## config.mk

```make
export PLATFORM = sky130hd
export DESIGN_NAME = system_clock_reset_control
export DESIGN_NICKNAME = d
export VERILOG_FILES = /design/src/clock_reset_pkg.sv /design/src/divider_if.sv /design/src/clock_divider.sv /design/src/system_clock_reset_control.sv
export SDC_FILE = /design/constraint.sdc
export NUM_CORES = 1
export LEC_CHECK = 0
export ABC_AREA = 1
export BUFFER_PORTS_ARGS = -buffer_cell sky130_fd_sc_hd__clkbuf_2
export CAP_MARGIN = 25
export CORE_MARGIN = 2
export CORE_UTILIZATION = 30
export CTS_BUF_LIST = sky130_fd_sc_hd__clkbuf_8 sky130_fd_sc_hd__clkbuf_16
export DETAILED_ROUTE_END_ITERATION = 8
export PLACE_DENSITY = 0.59
export SLEW_MARGIN = 0
export SYNTH_ARGS = -nofsm -noshare
export SYNTH_HDL_FRONTEND = slang
export SYNTH_SLANG_ARGS = --single-unit
```

## constraint.sdc

```tcl
create_clock -name clock_i -period 2 [get_ports clock_i]
set_clock_uncertainty 0.1 [all_clocks]
set_input_delay 0.1 -clock clock_i [delete_from_list [all_inputs] [get_ports clock_i]]
set_output_delay 0.1 -clock clock_i [all_outputs]
set_load 0.01 [all_outputs]
```

## src/clock_reset_pkg.sv

```systemverilog
// constants and types shared by the clock and reset control
`default_nettype none
package clock_reset_pkg;
  localparam int unsigned SRC_COUNT       = 5;
  localparam int unsigned DIV_COUNT       = 12;
  localparam int unsigned FRAC_DIV_COUNT  = 2;
  localparam int unsigned PER_CLK_COUNT   = 16;
  localparam int unsigned INT_W           = 16;
  localparam int unsigned FRAC_W          = 5;
  localparam int unsigned SEL_W           = 4;

  typedef enum logic [2:0] {
    SRC_FAST_INT   = 3'h0,
    SRC_SLOW_INT   = 3'h1,
    SRC_FAST_XTAL  = 3'h2,
    SRC_WATCH_XTAL = 3'h3,
    SRC_PIN        = 3'h4
  } clk_src_t;

  typedef enum logic [1:0] {
    SW_RUN      = 2'h0,
    SW_DRAIN    = 2'h1,
    SW_WAIT_NEW = 2'h2
  } switch_state_t;

  localparam clk_src_t    SRC_RESET        = SRC_FAST_INT;
  localparam logic [1:0]  PRESCALE_RESET   = 2'h0;
  localparam logic [5:0]  FAST_OSC_MIN_MHZ = 6'h03;
  localparam logic [5:0]  FAST_OSC_MAX_MHZ = 6'h30;
  localparam logic [5:0]  FAST_OSC_RESET   = 6'h18;
  localparam int unsigned WDT_TIMEOUT_TICKS = 32768;
  localparam int unsigned WDT_RST_CYCLES   = 16;
  localparam int unsigned CAL_SLOW_PERIODS = 16;
  localparam int unsigned POR_SETTLE_CYCLES = 8;

  // reset cause bit positions
  localparam int unsigned CAUSE_WDT_BIT    = 0;
  localparam int unsigned CAUSE_BROWN_BIT  = 1;
  localparam int unsigned CAUSE_PIN_BIT    = 2;
  localparam int unsigned CAUSE_W          = 3;
endpackage : clock_reset_pkg
`default_nettype wire

```

## src/divider_if.sv

```systemverilog
// control and output bundle of one clock divider
`default_nettype none
interface divider_if;
  logic                              tick;
  logic                              enable;
  logic [clock_reset_pkg::INT_W-1:0]  int_div;
  logic [clock_reset_pkg::FRAC_W-1:0] frac_div;
  logic                              pulse;
  modport ctrl (output tick, output enable, output int_div, output frac_div, input pulse);
  modport div  (input tick, input enable, input int_div, input frac_div, output pulse);
endinterface : divider_if
`default_nettype wire

```

## src/clock_divider.sv

```systemverilog
// integer divider with optional fractional extension
`default_nettype none
module clock_divider #(
  parameter bit FRACTIONAL = 1'b0
) (
  input wire logic clock_i,
  input wire logic nrst_i,
  divider_if.div   dif
);
  localparam int unsigned IW = clock_reset_pkg::INT_W;
  localparam int unsigned FW = clock_reset_pkg::FRAC_W;

  logic [IW-1:0] count;
  logic [FW-1:0] acc;
  logic          stretch;
  logic          pulse;
  logic [IW-1:0] next_count;
  logic [FW-1:0] next_acc;
  logic          next_stretch;
  logic          next_pulse;
  logic [FW:0]   sum;

  always_comb begin
    next_count   = count;
    next_acc     = acc;
    next_stretch = stretch;
    next_pulse   = 1'b0;
    sum          = {1'b0, acc} + {1'b0, dif.frac_div};
    if (!dif.enable) begin
      next_count   = '0;
      next_acc     = '0;
      next_stretch = 1'b0;
    end else if (dif.tick) begin
      if (count < dif.int_div) begin
        next_count = count + 1'b1;
      end else if (stretch) begin
        // fractional carry adds one extra root tick to this period
        next_stretch = 1'b0;
      end else begin
        next_count = '0;
        next_pulse = 1'b1;
        if (FRACTIONAL) begin
          next_acc     = sum[FW-1:0];
          next_stretch = sum[FW];
        end
      end
    end
  end

  always_ff @(posedge clock_i or negedge nrst_i) begin
    if (!nrst_i) begin
      count   <= '0;
      acc     <= '0;
      stretch <= 1'b0;
      pulse   <= 1'b0;
    end else begin
      count   <= next_count;
      acc     <= next_acc;
      stretch <= next_stretch;
      pulse   <= next_pulse;
    end
  end

  assign dif.pulse = pulse;
endmodule : clock_divider
`default_nettype wire

```

## src/system_clock_reset_control.sv

```systemverilog
// clock source switching, dividers, watchdog and reset gathering
//
// Summary of operation
// - source changeover never makes glitches, runts or short pulses on the root clock.
// - sources are fast and slow internal, fast and watch crystal, and a pin.
// - twelve dividers feed sixteen divided peripheral clock outputs.
// - two dividers also divide by fractional ratios; the rest are integer only.
// - core clock and every peripheral clock come from dividing the root clock.
// - fast internal oscillator is set from 3 to 48 MHz in 1 MHz steps.
// - slow oscillator periods are measured in fast oscillator cycles for calibration.
// - fast crystal clocks the radio and may also be the system clock source.
// - watch crystal is the radio sleep clock and times wakeup intervals.
// - power-on hold keeps reset until supplies stable and clock ready.
// - brown-out detection resets the device while supply is too low.
// - supply drop below chosen threshold raises an interrupt, never a reset.
// - external reset pin low resets the device; undriven pin reads high.
// - watchdog counts slow oscillator, runs in deep sleep, resets on missed service.
// - watchdog reset is recorded in the readable reset cause bits.
`default_nettype none
module system_clock_reset_control #(
  parameter int unsigned WDT_TIMEOUT = clock_reset_pkg::WDT_TIMEOUT_TICKS
) (
  // clock and reset
  input  wire logic                                clock_i,
  input  wire logic                                nrst_i,
  // oscillator levels from outside the clock domain
  input  wire logic                                fast_internal_oscillator_i,
  input  wire logic                                slow_internal_oscillator_i,
  input  wire logic                                fast_crystal_oscillator_i,
  input  wire logic                                watch_crystal_oscillator_i,
  input  wire logic                                pin_clock_input_i,
  // clock configuration
  input  wire logic [2:0]                          clk_src_sel_i,
  input  wire logic [1:0]                          core_prescale_i,
  input  wire logic [5:0]                          fast_osc_freq_mhz_i,
  input  wire logic [clock_reset_pkg::DIV_COUNT-1:0] div_enable_i,
  input  wire logic [clock_reset_pkg::DIV_COUNT*clock_reset_pkg::INT_W-1:0] div_int_i,
  input  wire logic [clock_reset_pkg::FRAC_DIV_COUNT*clock_reset_pkg::FRAC_W-1:0] div_frac_i,
  input  wire logic [clock_reset_pkg::PER_CLK_COUNT*clock_reset_pkg::SEL_W-1:0] per_sel_i,
  // clock outputs
  output logic                                     high_freq_root_clock_o,
  output logic                                     core_bus_clock_o,
  output logic [clock_reset_pkg::PER_CLK_COUNT-1:0] divided_peripheral_clock_o,
  output logic [5:0]                               fast_osc_freq_mhz_o,
  output logic [2:0]                               clk_src_active_o,
  output logic                                     clk_switching_o,
  // radio clocks and sleep timing
  output logic                                     radio_clock_o,
  output logic                                     low_freq_clock_o,
  input  wire logic                                sleep_timer_en_i,
  input  wire logic [15:0]                         sleep_interval_i,
  output logic                                     radio_wakeup_o,
  // calibration
  input  wire logic                                cal_start_i,
  output logic                                     cal_busy_o,
  output logic [23:0]                              cal_count_o,
  // supplies and resets
  input  wire logic                                supply_stable_i,
  input  wire logic                                clock_ready_i,
  input  wire logic                                brownout_detector_i,
  input  wire logic                                supply_below_thresh_i,
  input  wire logic [3:0]                          supply_thresh_sel_i,
  output logic [3:0]                               supply_thresh_o,
  input  wire logic                                supply_drop_ack_i,
  output logic                                     supply_drop_irq_o,
  input  wire logic                                external_reset_pin_n_i,
  // watchdog and reset cause
  input  wire logic                                wdt_enable_i,
  input  wire logic                                wdt_service_i,
  input  wire logic                                cause_clear_i,
  output logic [clock_reset_pkg::CAUSE_W-1:0]      reset_cause_o,
  output logic                                     system_reset_n_o
);
  localparam int unsigned NDIV = clock_reset_pkg::DIV_COUNT;
  localparam int unsigned NPER = clock_reset_pkg::PER_CLK_COUNT;
  localparam int unsigned IW   = clock_reset_pkg::INT_W;
  localparam int unsigned FW   = clock_reset_pkg::FRAC_W;
  localparam int unsigned SW   = clock_reset_pkg::SEL_W;

  // two-flop synchronisers for the oscillator, supply, brown-out and reset pin levels
  logic [9:0] meta;
  logic [9:0] sync;
  always_ff @(posedge clock_i or negedge nrst_i) begin
    if (!nrst_i) begin
      meta <= 10'h200;
      sync <= 10'h200;
    end else begin
      meta <= {external_reset_pin_n_i, supply_below_thresh_i, brownout_detector_i,
               clock_ready_i, supply_stable_i, pin_clock_input_i,
               watch_crystal_oscillator_i, fast_crystal_oscillator_i,
               slow_internal_oscillator_i, fast_internal_oscillator_i};
      sync <= meta;
    end
  end
  wire logic [4:0] src_lvl = sync[4:0];
  wire logic       supply_ok = sync[5];
  wire logic       clk_ok    = sync[6];
  wire logic       brown     = sync[7];
  wire logic       below     = sync[8];
  wire logic       pin_n     = sync[9];

  // source level delayed one cycle for edge detection
  logic [4:0] src_prev;
  always_ff @(posedge clock_i or negedge nrst_i) begin
    if (!nrst_i) src_prev <= '0;
    else         src_prev <= src_lvl;
  end
  wire logic slow_rise  = src_lvl[clock_reset_pkg::SRC_SLOW_INT] &
                          ~src_prev[clock_reset_pkg::SRC_SLOW_INT];
  wire logic fast_rise  = src_lvl[clock_reset_pkg::SRC_FAST_INT] &
                          ~src_prev[clock_reset_pkg::SRC_FAST_INT];
  wire logic watch_rise = src_lvl[clock_reset_pkg::SRC_WATCH_XTAL] &
                          ~src_prev[clock_reset_pkg::SRC_WATCH_XTAL];

  // glitch-free source switch: park low on old source, resume on new low phase
  clock_reset_pkg::switch_state_t sw_state, next_sw_state;
  clock_reset_pkg::clk_src_t      cur_src, next_cur_src, pend_src, next_pend_src;
  logic                           root, next_root;
  logic [2:0]                     pre_cnt, next_pre_cnt;
  logic                           core, next_core;
  logic [5:0]                     freq, next_freq;
  logic                           root_tick;

  always_comb begin
    next_sw_state = sw_state;
    next_cur_src  = cur_src;
    next_pend_src = pend_src;
    next_root     = 1'b0;
    next_pre_cnt  = pre_cnt;
    next_core     = 1'b0;
    next_freq     = fast_osc_freq_mhz_i;
    case (sw_state)
      clock_reset_pkg::SW_RUN: begin
        next_root = src_lvl[cur_src];
        if (clk_src_sel_i != cur_src && clk_src_sel_i < 3'(clock_reset_pkg::SRC_COUNT)) begin
          next_pend_src = clock_reset_pkg::clk_src_t'(clk_src_sel_i);
          next_sw_state = clock_reset_pkg::SW_DRAIN;
        end
      end
      clock_reset_pkg::SW_DRAIN: begin
        // finish the high phase of the old source before parking low
        next_root = root & src_lvl[cur_src];
        if (!src_lvl[cur_src]) next_sw_state = clock_reset_pkg::SW_WAIT_NEW;
      end
      clock_reset_pkg::SW_WAIT_NEW: begin
        // join the new source only at its low phase, so no runt high
        if (!src_lvl[pend_src]) begin
          next_cur_src  = pend_src;
          next_sw_state = clock_reset_pkg::SW_RUN;
        end
      end
      default: next_sw_state = clock_reset_pkg::SW_RUN;
    endcase
    // tick made here so the next-state logic does not loop through a net
    root_tick = next_root & ~root;
    if (root_tick) begin
      // core clock: root divided by 2^n, n = 0..3
      next_pre_cnt = pre_cnt + 3'h1;
      next_core    = (pre_cnt & ~(3'h7 << core_prescale_i)) == 3'h0;
    end
    if (fast_osc_freq_mhz_i < clock_reset_pkg::FAST_OSC_MIN_MHZ)
      next_freq = clock_reset_pkg::FAST_OSC_MIN_MHZ;
    else if (fast_osc_freq_mhz_i > clock_reset_pkg::FAST_OSC_MAX_MHZ)
      next_freq = clock_reset_pkg::FAST_OSC_MAX_MHZ;
  end

  always_ff @(posedge clock_i or negedge nrst_i) begin
    if (!nrst_i) begin
      sw_state <= clock_reset_pkg::SW_RUN;
      cur_src  <= clock_reset_pkg::SRC_RESET;
      pend_src <= clock_reset_pkg::SRC_RESET;
      root     <= 1'b0;
      pre_cnt  <= 3'(clock_reset_pkg::PRESCALE_RESET);
      core     <= 1'b0;
      freq     <= clock_reset_pkg::FAST_OSC_RESET;
    end else begin
      sw_state <= next_sw_state;
      cur_src  <= next_cur_src;
      pend_src <= next_pend_src;
      root     <= next_root;
      pre_cnt  <= next_pre_cnt;
      core     <= next_core;
      freq     <= next_freq;
    end
  end

  // twelve dividers, the first two fractional
  divider_if dif [NDIV] ();
  logic [NDIV-1:0] div_pulse;
  for (genvar d = 0; d < NDIV; d++) begin : g_div
    assign dif[d].tick     = root_tick;
    assign dif[d].enable   = div_enable_i[d];
    assign dif[d].int_div  = div_int_i[d*IW +: IW];
    if (d < clock_reset_pkg::FRAC_DIV_COUNT) begin : g_frac
      assign dif[d].frac_div = div_frac_i[d*FW +: FW];
    end else begin : g_int
      assign dif[d].frac_div = '0;
    end
    assign div_pulse[d]    = dif[d].pulse;
    clock_divider #(
      .FRACTIONAL (d < clock_reset_pkg::FRAC_DIV_COUNT)
    ) u_div (
      .clock_i (clock_i),
      .nrst_i  (nrst_i),
      .dif     (dif[d])
    );
  end

  // sixteen outputs each pick one divider; out-of-range picks stay quiet
  logic [NPER-1:0] per, next_per;
  for (genvar p = 0; p < NPER; p++) begin : g_per
    wire logic [SW-1:0] sel = per_sel_i[p*SW +: SW];
    assign next_per[p] = (sel < SW'(NDIV)) ? div_pulse[sel] : 1'b0;
  end
  always_ff @(posedge clock_i or negedge nrst_i) begin
    if (!nrst_i) per <= '0;
    else         per <= next_per;
  end

  // slow oscillator periods counted in fast oscillator edges
  logic        cal_busy, next_cal_busy;
  logic [4:0]  cal_per, next_cal_per;
  logic [23:0] cal_cnt, next_cal_cnt;
  // watch crystal sleep timer for radio wakeup
  logic [15:0] sleep_cnt, next_sleep_cnt;
  logic        wake, next_wake;
  always_comb begin
    next_cal_busy  = cal_busy;
    next_cal_per   = cal_per;
    next_cal_cnt   = cal_cnt;
    next_sleep_cnt = sleep_cnt;
    next_wake      = 1'b0;
    if (!cal_busy && cal_start_i) begin
      next_cal_busy = 1'b1;
      next_cal_per  = '0;
      next_cal_cnt  = '0;
    end else if (cal_busy) begin
      // count from the first slow edge on, so only whole periods are measured
      if (fast_rise && cal_per != 5'h0) next_cal_cnt = cal_cnt + 24'h1;
      if (slow_rise) begin
        next_cal_per = cal_per + 5'h1;
        if (cal_per == 5'(clock_reset_pkg::CAL_SLOW_PERIODS)) next_cal_busy = 1'b0;
      end
    end
    if (!sleep_timer_en_i) begin
      next_sleep_cnt = '0;
    end else if (watch_rise) begin
      if (sleep_cnt >= sleep_interval_i) begin
        next_sleep_cnt = '0;
        next_wake      = 1'b1;
      end else begin
        next_sleep_cnt = sleep_cnt + 16'h1;
      end
    end
  end
  always_ff @(posedge clock_i or negedge nrst_i) begin
    if (!nrst_i) begin
      cal_busy  <= 1'b0;
      cal_per   <= '0;
      cal_cnt   <= '0;
      sleep_cnt <= '0;
      wake      <= 1'b0;
    end else begin
      cal_busy  <= next_cal_busy;
      cal_per   <= next_cal_per;
      cal_cnt   <= next_cal_cnt;
      sleep_cnt <= next_sleep_cnt;
      wake      <= next_wake;
    end
  end

  // reset gathering, watchdog, supply drop flag
  logic [31:0]                       wdt_cnt, next_wdt_cnt;
  logic [4:0]                        wdt_hold, next_wdt_hold;
  logic [3:0]                        por_cnt, next_por_cnt;
  logic [clock_reset_pkg::CAUSE_W-1:0] cause, next_cause;
  logic                              drop_flag, next_drop_flag;
  logic                              sys_n, next_sys_n;
  logic [3:0]                        thresh;
  always_comb begin
    next_wdt_cnt   = wdt_cnt;
    next_wdt_hold  = (wdt_hold != 5'h0) ? wdt_hold - 5'h1 : 5'h0;
    next_por_cnt   = por_cnt;
    next_cause     = cause;
    next_drop_flag = drop_flag;
    // runs on slow oscillator edges only, so deep sleep does not stop it
    if (!wdt_enable_i || wdt_service_i) begin
      next_wdt_cnt = '0;
    end else if (slow_rise) begin
      if (wdt_cnt >= WDT_TIMEOUT - 1) begin
        next_wdt_cnt  = '0;
        next_wdt_hold = 5'(clock_reset_pkg::WDT_RST_CYCLES);
      end else begin
        next_wdt_cnt = wdt_cnt + 32'h1;
      end
    end
    // power-on hold waits for stable supply and ready clock
    if (!(supply_ok && clk_ok)) next_por_cnt = '0;
    else if (por_cnt != 4'(clock_reset_pkg::POR_SETTLE_CYCLES)) next_por_cnt = por_cnt + 4'h1;
    // clear first so a same-cycle event still lands
    if (cause_clear_i) next_cause = '0;
    if (next_wdt_hold == 5'(clock_reset_pkg::WDT_RST_CYCLES))
      next_cause[clock_reset_pkg::CAUSE_WDT_BIT] = 1'b1;
    if (brown) next_cause[clock_reset_pkg::CAUSE_BROWN_BIT] = 1'b1;
    if (!pin_n) next_cause[clock_reset_pkg::CAUSE_PIN_BIT] = 1'b1;
    if (supply_drop_ack_i) next_drop_flag = 1'b0;
    if (below) next_drop_flag = 1'b1;
    next_sys_n = (por_cnt == 4'(clock_reset_pkg::POR_SETTLE_CYCLES))
               & ~brown
               & pin_n
               & (wdt_hold == 5'h0);
  end
  always_ff @(posedge clock_i or negedge nrst_i) begin
    if (!nrst_i) begin
      wdt_cnt   <= '0;
      wdt_hold  <= '0;
      por_cnt   <= '0;
      cause     <= '0;
      drop_flag <= 1'b0;
      sys_n     <= 1'b0;
      thresh    <= '0;
    end else begin
      wdt_cnt   <= next_wdt_cnt;
      wdt_hold  <= next_wdt_hold;
      por_cnt   <= next_por_cnt;
      cause     <= next_cause;
      drop_flag <= next_drop_flag;
      sys_n     <= next_sys_n;
      thresh    <= supply_thresh_sel_i;
    end
  end

  assign high_freq_root_clock_o     = root;
  assign core_bus_clock_o           = core;
  assign divided_peripheral_clock_o = per;
  assign fast_osc_freq_mhz_o        = freq;
  assign clk_src_active_o           = cur_src;
  assign clk_switching_o            = (sw_state != clock_reset_pkg::SW_RUN);
  assign radio_clock_o              = src_lvl[clock_reset_pkg::SRC_FAST_XTAL];
  assign low_freq_clock_o           = src_lvl[clock_reset_pkg::SRC_WATCH_XTAL];
  assign radio_wakeup_o             = wake;
  assign cal_busy_o                 = cal_busy;
  assign cal_count_o                = cal_cnt;
  assign supply_thresh_o            = thresh;
  assign supply_drop_irq_o          = drop_flag;
  assign reset_cause_o              = cause;
  assign system_reset_n_o           = sys_n;
endmodule : system_clock_reset_control
`default_nettype wire

```

==> impl_metrics.yaml <==
yosys:
  yosysSeqAreaShare_pct: 34.4
  yosys.area.top_type_share_pct: 34.0
  synth_area_sq_um: 27000
  synth_ff_type: "dfrtp_1"
  ys_warn_count: 0
  synth_cells: 3778
  synth_nets: 4334
  ys_ff_latch: 371
  synth_common_cells: "nand2_1 (968), inv_1 (542), dfrtp_1 (367)"
  ys_types: 51
  yosysTopAreaCell: "dfrtp_1"
  synth-edff-count: 0
  synth_area_leaders: "dfrtp_1 (34%), nand2_1 (13%), ha_1 (11%)"
  synth-async-reset-ratio_pct: 100
  yosysMostFrequentCell: "nand2_1"
  postSynthAreaPerCell_sq_um: 7.15
clocking:
  cts_buffers: 49
  cts_htree_levels: 2
  clock_latency_ns: 0.61
  cts_root_buffer: "clkbuf_16"
  path_clk_slew_ns: 0.06
  clock-sinks: 371
  cts_buffer_depth: 3
  tritoncts: "done"
worst_setup_path:
  critPathMaxStageDelay_ns: 0.39
  worst-setup-path-type: "reg -> reg"
  rrSetupSlack_ns: 0.06
  crit_family: "simple AND/OR/NAND/NOR gates"
  cp.required_ns: 2.38
  crit_fanout: 8
  cpMostUsedCell: "nand2_4"
  crit_path_top_delay_cell: "dfrtp_1"
  cp-end-kind: "flop"
  startpoint_type: "flop"
  cp.arrival_ns: 2.32
  path_buf_inv: 3
  crit_chain: "ha_1 > nand2_2 > inv_1 > nand3_1 > inv_1 > a21oi_4 > nand2_4 > nand2_4 > nand2_4 > clkbuf_16 > nand2_2 > nand2_1"
routing:
  detail-route-antenna-nets: 0
  drc_errors: 0
  finalWirelength_microns: 85500
  via_count: 27200
  wl_per_cell_microns: 14.8
  met2WireLength_microns: 39600
  drt_first_pass_iters: 7
  wl_met1_microns: 39300
  vias_per_cell: 4.69
  drtIter0Drc: 1723
  wl_met3_microns: 4300
  top_layer: "met5"
global_route:
  grt_max_degree: 54
  grt_pass1_vias: 26200
  overflow: 0
  grt_pass1_wl_microns: 136000
  track_usage_pct: 18.0
  antenna_found_initial: 6
floorplan:
  die_x_microns: 304
  dieArea_sq_um: 92400
  initial_utilization_pct: 30.1
  rows: 110
  core-area_sq_um: 89600
  io_pins: 392
  fp.dieH_microns: 304
finish:
  instances_no_fill: 5793
  n_fill_cell: 9136
  fin_nets: 5127
  syn_to_final_growth_pct: 34.9
  finalInstanceArea_sq_um: 36400
  final_layout_size_suffix_gt1_share_pct: 20.8
timing:
  setup_viol: 0
  rsz0062_at_grt: "yes"
  slew_headroom_pct: 61.9
  fmax_mhz: 517
  hold_violations: 0
  fin_crit_ns: 1.94
  finalMaxSlewViolations: 0
  period_share_pct: 96.8
  tightest_slew_ns: 0.571
min_path:
  hold_class: "in -> reg"
place:
  dp.cells: 5550
  place_hpwl_microns: 63700
  post_dp_cell_area_sq_um: 32600
  io_buffer_count: 391
  place.gp.congestion: 0.913
pwr:
  cellPowerDensity_nw_per_um2: 674
  ir_drop_mv: 0.663
  power.leakage_nw: 19.4
run_status:
  outcome: "finished clean"
job:
  cap_violations: 0
flip-flops by register name, summed over array words and instances (netlist names), 6 cells and up:
signal and flops:
meta 10, cal_count_o 24, sync 10, sleep_cnt 16, divided_peripheral_clock_o 16, g_div.u_div.dif.pulse 12, wdt_cnt 32, fast_osc_freq_mhz_o 6
g_div.u_div.acc 10, g_div.u_div.count 192
stage by stage:
step                      setup WS (ns)  total power (W)  util, %  hold WS (ns)  TNS, ns
after global placement           0.0296           0.0143     36.3      -0.00727        0
after floorplan                  0.0377           0.0117        -        -0.296        0
after detailed placement         0.0185           0.0144     36.3      -0.00909        0
after CTS                       0.00174           0.0244     39.7      0.000330        0
final                            0.0642           0.0245     40.6        0.0451        0
after global routing            -0.0519           0.0260     40.6       0.00670   -0.871
path summary, 6_finish.rpt:
kind                                                            from                              endpoint  cells after the start
worst max-delay path            g_div[1].u_div.count[15]$_DFFE_PN0P_  g_div[1].u_div.count[12]$_DFFE_PN0P_                     12
worst min-delay path                          external_reset_pin_n_i                     meta[9]$_DFF_PN1_                      2
worst max register to register  g_div[1].u_div.count[15]$_DFFE_PN0P_  g_div[1].u_div.count[12]$_DFFE_PN0P_                     12
worst min register to register                     meta[5]$_DFF_PN0_                     sync[5]$_DFF_PN0_                      0
max in group asynchronous                                     nrst_i      fast_osc_freq_mhz_o[4]$_DFF_PN1_                      3
min in group asynchronous                                     nrst_i              sleep_cnt[7]$_DFFE_PN0P_                      3
logic make-up after synthesis:
group	after synthesis	synth area share, %
flops	371	34.4
compound gates	574	11.6
simple gates	1764	27.8
mux	15	0.621
xor+xnor	169	5.48
buf+inv	656	9.47
fa+ha+maj	229	10.7
where the power goes:
part           internal, W  switching, W  leakage (nW)
logic              0.00259       0.00364          13.5
clock network      0.00580       0.00379         0.875
registers          0.00810      0.000610          5.01
metal layers:
layer  track usage (%)  vias up
li1                  -    13900
met1              24.0    12500
met4              5.35        2
met5                 0        -
met3              2.63      121
met2              30.0      667
cells in the final DEF, fill, tap and decap left out, types with 52 or more instances in the layout:
master         instances
a21oi_1              156
buf_4                285
clkbuf_16             52
clkbuf_2             390
dfrtp_1              363
dlygate4sd3_1        124
ha_1                 220
inv_1                547
nand2_1              933
nand3_1              196
nand4_1              146
nor2_1               331
o21ai_0              239
o21ai_1               56
xor2_1               143
what timing repair did:
| item | 4_1_cts | 5_1_grt |
|---|---|---|
| hold buffers | 125 | 0 |
| gates cloned | 0 | 6 |
| setup buffers | 0 | 15 |
| setup endpoints to repair | 2 | 224 |
| pin swaps | 0 | 22 |
| resized for setup | 1 | 185 |
| hold endpoints to repair | 643 | 0 |
layout make-up:
cell class	instances	area (sq um)	share of cell area, %
Clock inverter	33	394	1.08
Tap cell	1176	1470	4.04
Multi-Input combinational cell	2751	15700	43.1
Sequential cell	371	9290	25.5
Timing Repair Buffer	839	6070	16.7
Antenna cell	5	12.5	0.0344
Clock buffer	59	1360	3.75
Inverter	559	2100	5.77
worst register-to-register path: stages, from the launching register on:
cell and delay [ns]:
dfrtp_1 0.39, ha_1 0.31, nand2_2 0.08, inv_1 0.04
nand3_1 0.10, inv_1 0.09, a21oi_4 0.18, nand2_4 0.13
nand2_4 0.09, nand2_4 0.06, clkbuf_16 0.17, nand2_2 0.05
nand2_1 0.05
No activity file was read; power rests on OpenSTA's default activity.
